`config.mk`:
```
export PLATFORM = sky130hd
export DESIGN_NAME = itdio_port
export DESIGN_NICKNAME = d
export VERILOG_FILES = /design/src/itdio_pkg.sv /design/src/itdio_port.sv /design/src/itdio_irq_gen.sv
export SDC_FILE = /design/constraint.sdc
export NUM_CORES = 1
export LEC_CHECK = 0
export BUFFER_PORTS_ARGS = -buffer_cell sky130_fd_sc_hd__buf_2
export CAP_MARGIN = 10
export CORE_MARGIN = 5
export CORE_UTILIZATION = 41
export DETAILED_ROUTE_END_ITERATION = 10
export PLACE_DENSITY_LB_ADDON = 0.15
export SYNTH_ARGS = -nofsm -noshare
export SYNTH_HDL_FRONTEND = slang
export SYNTH_HIERARCHICAL = 1
export SYNTH_SLANG_ARGS = --single-unit
```
`constraint.sdc`:
```
create_clock -name ref_clk_i -period 1.5 [get_ports ref_clk_i]
set_input_delay 0.15 -clock ref_clk_i [delete_from_list [all_inputs] [get_ports ref_clk_i]]
set_output_delay 0.15 -clock ref_clk_i [all_outputs]
set_load 0.05 [all_outputs]
```
`src/itdio_pkg.sv`:
```
// constants, offsets and selector encodings of the isolated/ttl digital i/o port
package itdio_pkg;
    // host address and data widths, selector, channel and interrupt line widths
    localparam int ADDR_W = 10;
    localparam int DATA_W = 8;
    localparam int SEL_W = 8;
    localparam int ISO_W = 8;
    localparam int TTL_W = 16;
    localparam int IRQ_W = 6;
    // register offsets inside the four-byte window
    localparam logic [1:0] OFS_ISO_IO = 2'h0;
    localparam logic [1:0] OFS_UNUSED = 2'h1;
    localparam logic [1:0] OFS_TTL_LO = 2'h2;
    localparam logic [1:0] OFS_TTL_HI = 2'h3;
    // address line slice compared against the selector, and the offset slice
    localparam int SEL_MSB = 9;
    localparam int SEL_LSB = 2;
    localparam int OFS_MSB = 1;
    localparam int OFS_LSB = 0;
    // legal window of base addresses
    localparam logic [ADDR_W-1:0] BASE_MIN = 10'h200;
    localparam logic [ADDR_W-1:0] BASE_MAX = 10'h3f0;
    // selector positions as shipped: 1 and 2 off, the rest on, base 300
    localparam logic [SEL_W-1:0] BASE_SEL_DEFAULT = 8'h3f;
    // interrupt line selector codes: 0 disables, 2..7 pick the level
    localparam logic [2:0] IRQ_LINE_OFF = 3'h0;
    localparam logic [2:0] IRQ_LINE_MIN = 3'h2;
    localparam logic [2:0] IRQ_LINE_MAX = 3'h7;
    // interrupt source selector codes
    localparam logic [1:0] SRC_ISO_CH0 = 2'h0;
    localparam logic [1:0] SRC_ISO_CH1 = 2'h1;
    localparam logic [1:0] SRC_TTL_CH0 = 2'h2;
    localparam logic [1:0] SRC_TTL_CH1 = 2'h3;
    // edge selector: 0 rising (default), 1 falling
    localparam logic EDGE_RISING = 1'b0;
    localparam logic EDGE_FALLING = 1'b1;
    // reset values of the output latches, and the read value of the unused offset
    localparam logic [ISO_W-1:0] ISO_OUT_RST = 8'h00;
    localparam logic [DATA_W-1:0] TTL_BYTE_RST = 8'h00;
    localparam logic [DATA_W-1:0] READ_UNUSED = 8'h00;
    // interrupt pulse length, time and clock
    localparam int CLK_PERIOD_NS = 5;
    localparam int IRQ_PULSE_NS = 20;
    localparam int IRQ_PULSE_CYC_I = (IRQ_PULSE_NS + CLK_PERIOD_NS - 1) / CLK_PERIOD_NS;
    localparam logic [3:0] IRQ_PULSE_CYC = 4'(IRQ_PULSE_CYC_I);
    localparam logic [3:0] CNT_ZERO = 4'h0;
    localparam logic [3:0] CNT_ONE = 4'h1;
endpackage

```
`src/itdio_port.sv`:
```
// isolated and ttl digital i/o port on the host i/o bus with one edge interrupt
// What this block does
// claim one four-byte window at the base
// base selectable 200 to 3f0 hex
// shipped selector setting gives base 300
// eight positions compare a9 down to a2
// off needs line one, on needs zero
// one irq, levels 2 to 7, or off
// interrupt on chosen rising or falling edge
// default edge is rising
// source: iso ch0/1 or ttl ch0/1
// iso byte at 0, ttl at 2,3
// every channel is one register bit
// 8+8 isolated, 16+16 ttl channels
// writing one drives the output active
// reads return input levels, not outputs
// host uses offsets 0..3; 1 is unused
// outputs latched until next write there
module itdio_port (
    input wire logic ref_clk_i,
    input wire logic rst_n_i,
    // host i/o bus, synchronous to the clock
    input wire logic [itdio_pkg::ADDR_W-1:0] addr_i,
    input wire logic aen_i,
    input wire logic ior_n_i,
    input wire logic iow_n_i,
    input wire logic [itdio_pkg::DATA_W-1:0] data_i,
    output logic [itdio_pkg::DATA_W-1:0] data_o,
    output logic data_oe_o,
    output logic board_sel_o,
    // switch and jumper settings
    input wire logic [itdio_pkg::SEL_W-1:0] base_address_selector_i,
    input wire logic [2:0] irq_line_selector_i,
    input wire logic [1:0] irq_source_selector_i,
    input wire logic irq_edge_selector_i,
    // field channels
    input wire logic [itdio_pkg::ISO_W-1:0] iso_in_i,
    input wire logic [itdio_pkg::TTL_W-1:0] ttl_in_i,
    output logic [itdio_pkg::ISO_W-1:0] iso_out_o,
    output logic [itdio_pkg::TTL_W-1:0] ttl_out_o,
    // interrupt request lines for levels 2 to 7, bit 0 is level 2
    output logic [itdio_pkg::IRQ_W-1:0] irq_o
);
    // base address from selector positions: an on position forces a zero line
    function automatic logic [itdio_pkg::ADDR_W-1:0] sel_to_base(
        input logic [itdio_pkg::SEL_W-1:0] sel
    );
        sel_to_base = {~sel, 2'b00};
    endfunction

    // one bit per line level 2..7; codes outside the range give no line
    function automatic logic [itdio_pkg::IRQ_W-1:0] line_onehot(input logic [2:0] code);
        logic [itdio_pkg::IRQ_W-1:0] oh;
        oh = '0;
        if (code >= itdio_pkg::IRQ_LINE_MIN && code <= itdio_pkg::IRQ_LINE_MAX) begin
            oh[3'(code - itdio_pkg::IRQ_LINE_MIN)] = 1'b1;
        end
        line_onehot = oh;
    endfunction

    // address decode
    wire logic [itdio_pkg::ADDR_W-1:0] base_w = sel_to_base(base_address_selector_i);
    wire logic base_legal_w = (base_w >= itdio_pkg::BASE_MIN) && (base_w <= itdio_pkg::BASE_MAX);
    wire logic sel_match_w =
        (addr_i[itdio_pkg::SEL_MSB:itdio_pkg::SEL_LSB] == ~base_address_selector_i);
    wire logic hit_w = ~aen_i & sel_match_w & base_legal_w;
    wire logic [1:0] ofs_w = addr_i[itdio_pkg::OFS_MSB:itdio_pkg::OFS_LSB];

    // write strobe on the falling edge of the write line
    logic iow_prev_reg;
    wire logic wr_w = hit_w & iow_prev_reg & ~iow_n_i;
    wire logic wr_iso_w = wr_w & (ofs_w == itdio_pkg::OFS_ISO_IO);
    wire logic wr_tlo_w = wr_w & (ofs_w == itdio_pkg::OFS_TTL_LO);
    wire logic wr_thi_w = wr_w & (ofs_w == itdio_pkg::OFS_TTL_HI);
    wire logic rd_w = hit_w & ~ior_n_i;

    // output latches, each channel one bit
    logic [itdio_pkg::ISO_W-1:0] iso_out_reg;
    logic [itdio_pkg::DATA_W-1:0] ttl_lo_reg;
    logic [itdio_pkg::DATA_W-1:0] ttl_hi_reg;
    wire logic [itdio_pkg::ISO_W-1:0] iso_out_next = wr_iso_w ? data_i : iso_out_reg;
    wire logic [itdio_pkg::DATA_W-1:0] ttl_lo_next = wr_tlo_w ? data_i : ttl_lo_reg;
    wire logic [itdio_pkg::DATA_W-1:0] ttl_hi_next = wr_thi_w ? data_i : ttl_hi_reg;

    // read data: live input levels, offset 1 reads zero
    wire logic [itdio_pkg::DATA_W-1:0] rd_mux_w =
        (ofs_w == itdio_pkg::OFS_ISO_IO) ? iso_in_i :
        (ofs_w == itdio_pkg::OFS_TTL_LO) ? ttl_in_i[itdio_pkg::DATA_W-1:0] :
        (ofs_w == itdio_pkg::OFS_TTL_HI) ? ttl_in_i[itdio_pkg::TTL_W-1:itdio_pkg::DATA_W] :
        itdio_pkg::READ_UNUSED;

    logic [itdio_pkg::DATA_W-1:0] data_reg;
    logic data_oe_reg;
    logic board_sel_reg;

    // bus side flops
    always_ff @(posedge ref_clk_i or negedge rst_n_i) begin
        if (!rst_n_i) begin
            iow_prev_reg <= 1'b1;
            data_reg <= itdio_pkg::READ_UNUSED;
            data_oe_reg <= 1'b0;
            board_sel_reg <= 1'b0;
        end else begin
            iow_prev_reg <= iow_n_i;
            data_reg <= rd_w ? rd_mux_w : itdio_pkg::READ_UNUSED;
            data_oe_reg <= rd_w;
            board_sel_reg <= hit_w & (~ior_n_i | ~iow_n_i);
        end
    end

    // output latches
    always_ff @(posedge ref_clk_i or negedge rst_n_i) begin
        if (!rst_n_i) begin
            iso_out_reg <= itdio_pkg::ISO_OUT_RST;
            ttl_lo_reg <= itdio_pkg::TTL_BYTE_RST;
            ttl_hi_reg <= itdio_pkg::TTL_BYTE_RST;
        end else begin
            iso_out_reg <= iso_out_next;
            ttl_lo_reg <= ttl_lo_next;
            ttl_hi_reg <= ttl_hi_next;
        end
    end

    // interrupt source pick
    wire logic src_w =
        (irq_source_selector_i == itdio_pkg::SRC_ISO_CH0) ? iso_in_i[0] :
        (irq_source_selector_i == itdio_pkg::SRC_ISO_CH1) ? iso_in_i[1] :
        (irq_source_selector_i == itdio_pkg::SRC_TTL_CH0) ? ttl_in_i[0] :
        ttl_in_i[1];
    wire logic [itdio_pkg::IRQ_W-1:0] line_oh_w = line_onehot(irq_line_selector_i);
    wire logic irq_en_w = (line_oh_w != '0);
    logic pulse_w;

    // edge detection and pulse shaping
    itdio_irq_gen u_irq_gen (
        .ref_clk_i(ref_clk_i),
        .rst_n_i(rst_n_i),
        .src_i(src_w),
        .falling_i(irq_edge_selector_i),
        .enable_i(irq_en_w),
        .pulse_o(pulse_w)
    );

    // drive only the selected level
    logic [itdio_pkg::IRQ_W-1:0] irq_reg;
    always_ff @(posedge ref_clk_i or negedge rst_n_i) begin
        if (!rst_n_i) begin
            irq_reg <= '0;
        end else begin
            irq_reg <= line_oh_w & {itdio_pkg::IRQ_W{pulse_w}};
        end
    end

    assign data_o = data_reg;
    assign data_oe_o = data_oe_reg;
    assign board_sel_o = board_sel_reg;
    assign iso_out_o = iso_out_reg;
    assign ttl_out_o = {ttl_hi_reg, ttl_lo_reg};
    assign irq_o = irq_reg;
endmodule

```
`src/itdio_irq_gen.sv`:
```
// edge detector and fixed-length interrupt pulse for the selected source input
module itdio_irq_gen (
    input wire logic ref_clk_i,
    input wire logic rst_n_i,
    input wire logic src_i,
    input wire logic falling_i,
    input wire logic enable_i,
    output logic pulse_o
);
    logic prev_reg;
    logic [3:0] cnt_reg;
    logic [3:0] cnt_next;
    logic pulse_reg;
    logic arm_reg; // low for the first sample after reset
    wire logic rise_w = src_i & ~prev_reg;
    wire logic fall_w = ~src_i & prev_reg;
    // pick the edge that triggers; a disabled line never fires
    // the first sample after reset only primes prev_reg, so a pulled-up input fakes no edge
    wire logic event_w = enable_i & arm_reg &
        ((falling_i == itdio_pkg::EDGE_FALLING) ? fall_w : rise_w);

    // a fresh edge restarts the pulse, otherwise count it down
    assign cnt_next = event_w ? itdio_pkg::IRQ_PULSE_CYC :
                      (cnt_reg != itdio_pkg::CNT_ZERO) ? cnt_reg - itdio_pkg::CNT_ONE :
                      itdio_pkg::CNT_ZERO;

    // previous level, pulse counter and pulse flop
    always_ff @(posedge ref_clk_i or negedge rst_n_i) begin
        if (!rst_n_i) begin
            prev_reg <= 1'b0;
            arm_reg <= 1'b0;
            cnt_reg <= itdio_pkg::CNT_ZERO;
            pulse_reg <= 1'b0;
        end else begin
            prev_reg <= src_i;
            arm_reg <= 1'b1;
            cnt_reg <= cnt_next;
            pulse_reg <= (cnt_next != itdio_pkg::CNT_ZERO);
        end
    end

    assign pulse_o = pulse_reg;
endmodule

```
; ---- Word level (Yosys, flattened, before mapping)
; Index checks and enable logic that the tools add are counted.
[word_totals]
word_cells = 67
input_bits = 61
mem_count = 0
ram_bits = 0
mem_bits_ro = 0
out_inout_bits = 40
reg_bits = 48
latch_bits = 0
[classes]
shift = 0
eq_ne = 5
mul = 0
n_reduce_logical = 8
div = 0
order_cmp = 6
n_addsub = 2
bitwise = 21
mux = 13
[ops]
columns = operator, n
row1 = $mux W8, 4
row2 = $and A1 B1 Y1, 13
row3 = $ge A10 B10 Y1 const B, 1
row4 = $le A10 B10 Y1 const B, 1
row5 = $eq A8 B8 Y1, 1
row6 = $mux W4, 2
row7 = $not A8 Y8, 1
row8 = $reduce_bool A4 Y1, 2
row9 = $and A6 B6 Y6, 1
row10 = $eq A2 B2 Y1 const B, 3
row11 = $mux W6, 1
row12 = $reduce_bool A6 Y1, 1
row13 = $mux W1, 5
row14 = $not A1 Y1, 5
row15 = $logic_not A2 Y1, 2
row16 = $lt A3 B4 Y1 const B, 1
row17 = $sub A4 B1 Y4 const B, 1
row18 = $demux W1 S3, 1
row19 = $ge A3 B1 Y1 const B, 1
row20 = $ge A3 B2 Y1 const B, 1
row21 = $le A3 B3 Y1 const B, 1
row22 = $logic_and A1 B1 Y1, 3
row23 = $sub A3 B2 Y3 const B, 1
row24 = $eq A2 B1 Y1 const B, 1
row25 = $or A1 B1 Y1, 1

; ---- Logic depth before layout (Yosys ltp)
[logic_depth]
depth_word = 11
depth_mapped = 5
mapped_depth_nobuf = 5

; ---- Hierarchy
; The synthesis kept the hierarchy.
[modules_own_cells]
columns = module, area_per_inst_um2, n_inst, cells_per_inst
row1 = itdio_port, 1793.0, 1, 128
row2 = itdio_irq_gen, 306.5, 1, 28

; ---- Least setup slack after synthesis
; No wires, ideal clock.
[synth_timing]
path_type = input -> register
startpoint = in base_address_selector_i[7] (netlist bit)
endpoint = reg iso_out_reg (netlist bit iso_out_o[0])
path_buffers = 0
stages = 4
required_time_ns = 1.375
setup_time_ns = 0.125
t_arrival_ns = 1.440
slack_ns = -0.065
path_cell_list = or3b_1 a211oi_2 nand4_2 mux2_2
[synth_via]
elab_chain_len = 7
[synth_lines]
columns = element, line
row1 = start: declaration, itdio_port.sv:32  ; input wire logic [itdio_pkg::SEL_W-1:0] base_address_selector_i,
row2 = $not A8 Y8 (*), "itdio_port.sv:48, itdio_port.sv:65"
row3 = "$ge A10 B10 Y1, or another cell as far along", itdio_port.sv:63  ; wire logic base_legal_w = (base_w >= itdio_pkg::BASE_MIN) && (base_w <= itdio_pkg::BASE_MAX);
row4 = $logic_and A1 B1 Y1 or $and A1 B1 Y1 (tied branches), "itdio_port.sv:63, itdio_port.sv:66"
row5 = $and A1 B1 Y1 (*), itdio_port.sv:66  ; wire logic hit_w = ~aen_i & sel_match_w & base_legal_w;
row6 = $and A1 B1 Y1 (*) (2 in series), itdio_port.sv:71  ; wire logic wr_w = hit_w & iow_prev_reg & ~iow_n_i;
row7 = $and A1 B1 Y1 (*), itdio_port.sv:72  ; wire logic wr_iso_w = wr_w & (ofs_w == itdio_pkg::OFS_ISO_IO);
row8 = end signal: assignment, itdio_port.sv:114  ; iso_out_reg <= itdio_pkg::ISO_OUT_RST;
row9 = end signal: assignment, itdio_port.sv:118  ; iso_out_reg <= iso_out_next;
row10 = end: declaration, itdio_port.sv:78  ; logic [itdio_pkg::ISO_W-1:0] iso_out_reg;
; Mark *: on every way between the ends. The rest lies on a longest branch, timed or not.
; A chain may end at the register's enable or synchronous reset.

; ---- Worst setup path after layout
[layout_timing]
startpoint = reg iow_prev_reg
endpoint = reg iso_out_reg (netlist bit iso_out_o[4])
[layout_via]
elab_chain_len = 3
[layout_lines]
columns = element, line
row1 = start: declaration, itdio_port.sv:70  ; logic iow_prev_reg;
row2 = start signal: assignment, itdio_port.sv:104  ; iow_prev_reg <= iow_n_i;
row3 = $and A1 B1 Y1 (2 in series), itdio_port.sv:71
row4 = $and A1 B1 Y1, itdio_port.sv:72
; Every way passes these cells.

==> metrics.md <==
| Metric | Value |
|---|---|
| Status | completed |
| First-pass DRT Iterations | 4 |
| Max Fanout on Critical Path | 8 |
| Final setup fails | 0 |
| #FFs+latches synth | 48 |
| Largest net degree at the start of global routing | 49 |
| Unrepaired setup endpoints after global routing | true |
| Crit Path Class | reg -> reg |
| GRT overflow | 0 |
| CP Launch Point | iow_prev_reg |
| Die width | between 80 and 90 µm |
| RD Place Congestion | around 0.76 |
| Starting Density | between 40% and 50% |
| Syn_area_per_cell | about 13 µm² |
| CTS tree | built |
| Fin crit share | between 90% and 100% |
| Worst-case clock buffer depth | 2 |
| Most frequent cells in the layout | 100 x buf_2, 47 x dfrtp_1, 31 x mux2_2, 14 x nor2_1, 10 x buf_4 |
| DIE AREA | 0.00665 mm² |
| Site row count | 26 |
| Post-synth ARST share | 100% |
| Antenna violations before repair | 0 |
| DR vias | around 1700 |
| Cells after synthesis | ~160 |
| # DRC | 0 |
| Gr usage total | 15.0% |
| Max VDD drop | 512 µV |
| FF-to-FF End | iso_out_o[4] |
| Clk slew on worst S/H paths | roughly 90 ps |
| Clock sink count | 48 |
| Number of global-route vias before repair | 1712 |
| Pre-CTS setup slack | -170 ps |
| Buffers on Ports | 100 |
| Total Power | between 3 and 4 mW |
| CP endpoint | iso_out_o[4] |
| Hold path startpoint | ior_n_i |
| Area growth syn-to-layout | 41.9% |
| Most common cell after layout, fill and taps aside | buf_2 |
| Min cycle time layout | ~1500 ps |
| Max Cap Violations | 0 |
| N_diodes | 0 |
| Crit start category | flop |
| Placed cell count | 336 |
| Yosys warnings | 6 |
| DR iter-0 viols | 65 |
| Number of buffers created by CTS | 5 |
| Core ar. | 0.00504 mm² |
| Clock Latency Late Sink | about 300 ps |
| Worst setup EP type | flop |
| First-pass GRT wire length | 7600 µm |
| H-tree levels | 2 |
| Synth area leader | dfrtp_1 |
| Ports | between 100 and 150 |
| DPL Wire Length | between 3000 and 4000 µm |
| Drt wl/cell | 13.8 µm |
| Pwr dens | slightly above 1000 mW/mm² |
| Antenna Nets Post-Route | 0 |
| Seq/Total Area, Yosys | 57.3% |
| Leakage Power | around 1.6 nW |
| RR Startpoint | iow_prev_reg |
| Clk_skew | about 5.5 ps |
| Final Hold Viols | 0 |
| R2r worst-path depth | 4 |
| Final Hold Slack | approximately 24 ps |
| Pins Over Slew Limit | 0 |
| Hold Path Class | in -> reg |
| Crit path required time | approximately 1700 ps |
| Library cells used by synthesis | 33 |
| Die Y | around 80 µm |
| Cell area after synthesis | 0.00210 mm² |
| Flop2flop setup slack | between 40 and 50 ps |
| Nets | between 300 and 400 |
| Arrival time worst endpoint | ~1700 ps |
| Final std cells w/o fill | ~350 |
| Synth top area cells | dfrtp_1 56%, mux2_2 17%, xnor2_1 2.9% |
| Post-synth EDFFs | 0 |
| Root Buffer | clkbuf_8 |
| Ys flop type | dfrtp_1 |
| Post-synth top area share | a little under three fifths |
| Max Fclk | a little under 700 MHz |
| Final WS setup | ~47 ps |
| Syn_nets | approximately 220 |
| Share of cells above drive strength 1 | 60.1% |
| Vias per inst | about 4.8 |
| Final wirelength | around 4800 µm |
## layout make-up
cell class	instances	area, µm²
Clock buffer	5	68.8
Clock inverter	3	47.5
Fill cell	433	2060
Inverter	4	15.0
Multi-Input combinational cell	102	931
Sequential cell	48	1200
Tap cell	70	87.6
Timing Repair Buffer	114	627
## where the power goes
| part | switching [mW] | internal, mW |
|---|---|---|
| registers | 0.0547 | 1.38 |
| logic | 0.326 | 0.315 |
| clock network | 0.439 | 0.502 |
## cell usage after synthesis, types with 3 or more instances
cell / n
mux2_2: 32
nand4_2: 3
xnor2_1: 7
dfrtp_1: 47
nor3_1: 6
a22oi_1: 8
inv_1: 4
nand2_1: 4
nor3b_1: 4
nor2_1: 14
## per-stage QoR
step | utilization, % | instance area, µm² | TNS [ps]
after global placement | 55.6 | 2800 | -2220
final | 59.1 | 2980 | 0
after CTS | 58.7 | 2960 | 0
after global routing | 59.1 | 2980 | -186
after detailed placement | 55.6 | 2800 | -3170
after floorplan | - | 2120 | 0
## worst min-delay path by stage
stage / end / slack [ps] / cells after the start
after global routing: board_sel_o / 20 / 2
after CTS: board_sel_o / 20 / 2
after global placement: ttl_lo_reg[2] / 150 / 2
after floorplan: board_sel_o / -150 / 0
final: board_sel_o / 20 / 2
after detailed placement: iso_out_o[2] / 160 / 2
## logic make-up (layout without fill, tap and decap cells)
| group | Yosys count | after routing | share of synthesized area [%] |
|---|---|---|---|
| xor gates and xnor gates | 7 | 7 | 2.92 |
| buffers and inverters | 6 | 126 | 1.07 |
| and+or+nand+nor | 44 | 44 | 13.5 |
| adders and majority gates | 2 | 2 | 1.13 |
| other | 1 | 1 | 0.179 |
| DFF | 48 | 48 | 57.3 |
| muxes | 34 | 34 | 18.7 |
| AOI/OAI and AO/OA | 14 | 14 | 5.24 |
## layer usage
metal	routed length [µm]	global-route usage, %	up-vias
met5	0	0	-
met4	78	4.73	0
met3	417	4.61	7
met2	2420	26.1	66
met1	1850	17.6	771
li1	-	-	807
## critical path, cell delays in order, from the launching register on
cell     delay (ps)
dfstp_2         550
nor4b_4         210
nand4_2         120
buf_4           200
mux2_2          280
## what timing repair did
| item | in CTS | in global routing |
|---|---|---|
| resized for setup | 3 | 2 |
| setup buffers | 0 | 0 |
| endpoints found under the hold margin | 48 | 0 |
| setup endpoints to repair | 16 | 6 |
| pin swaps | 2 | 1 |
| hold buffers | 2 | 0 |
No activity file was read; power rests on OpenSTA's default activity.
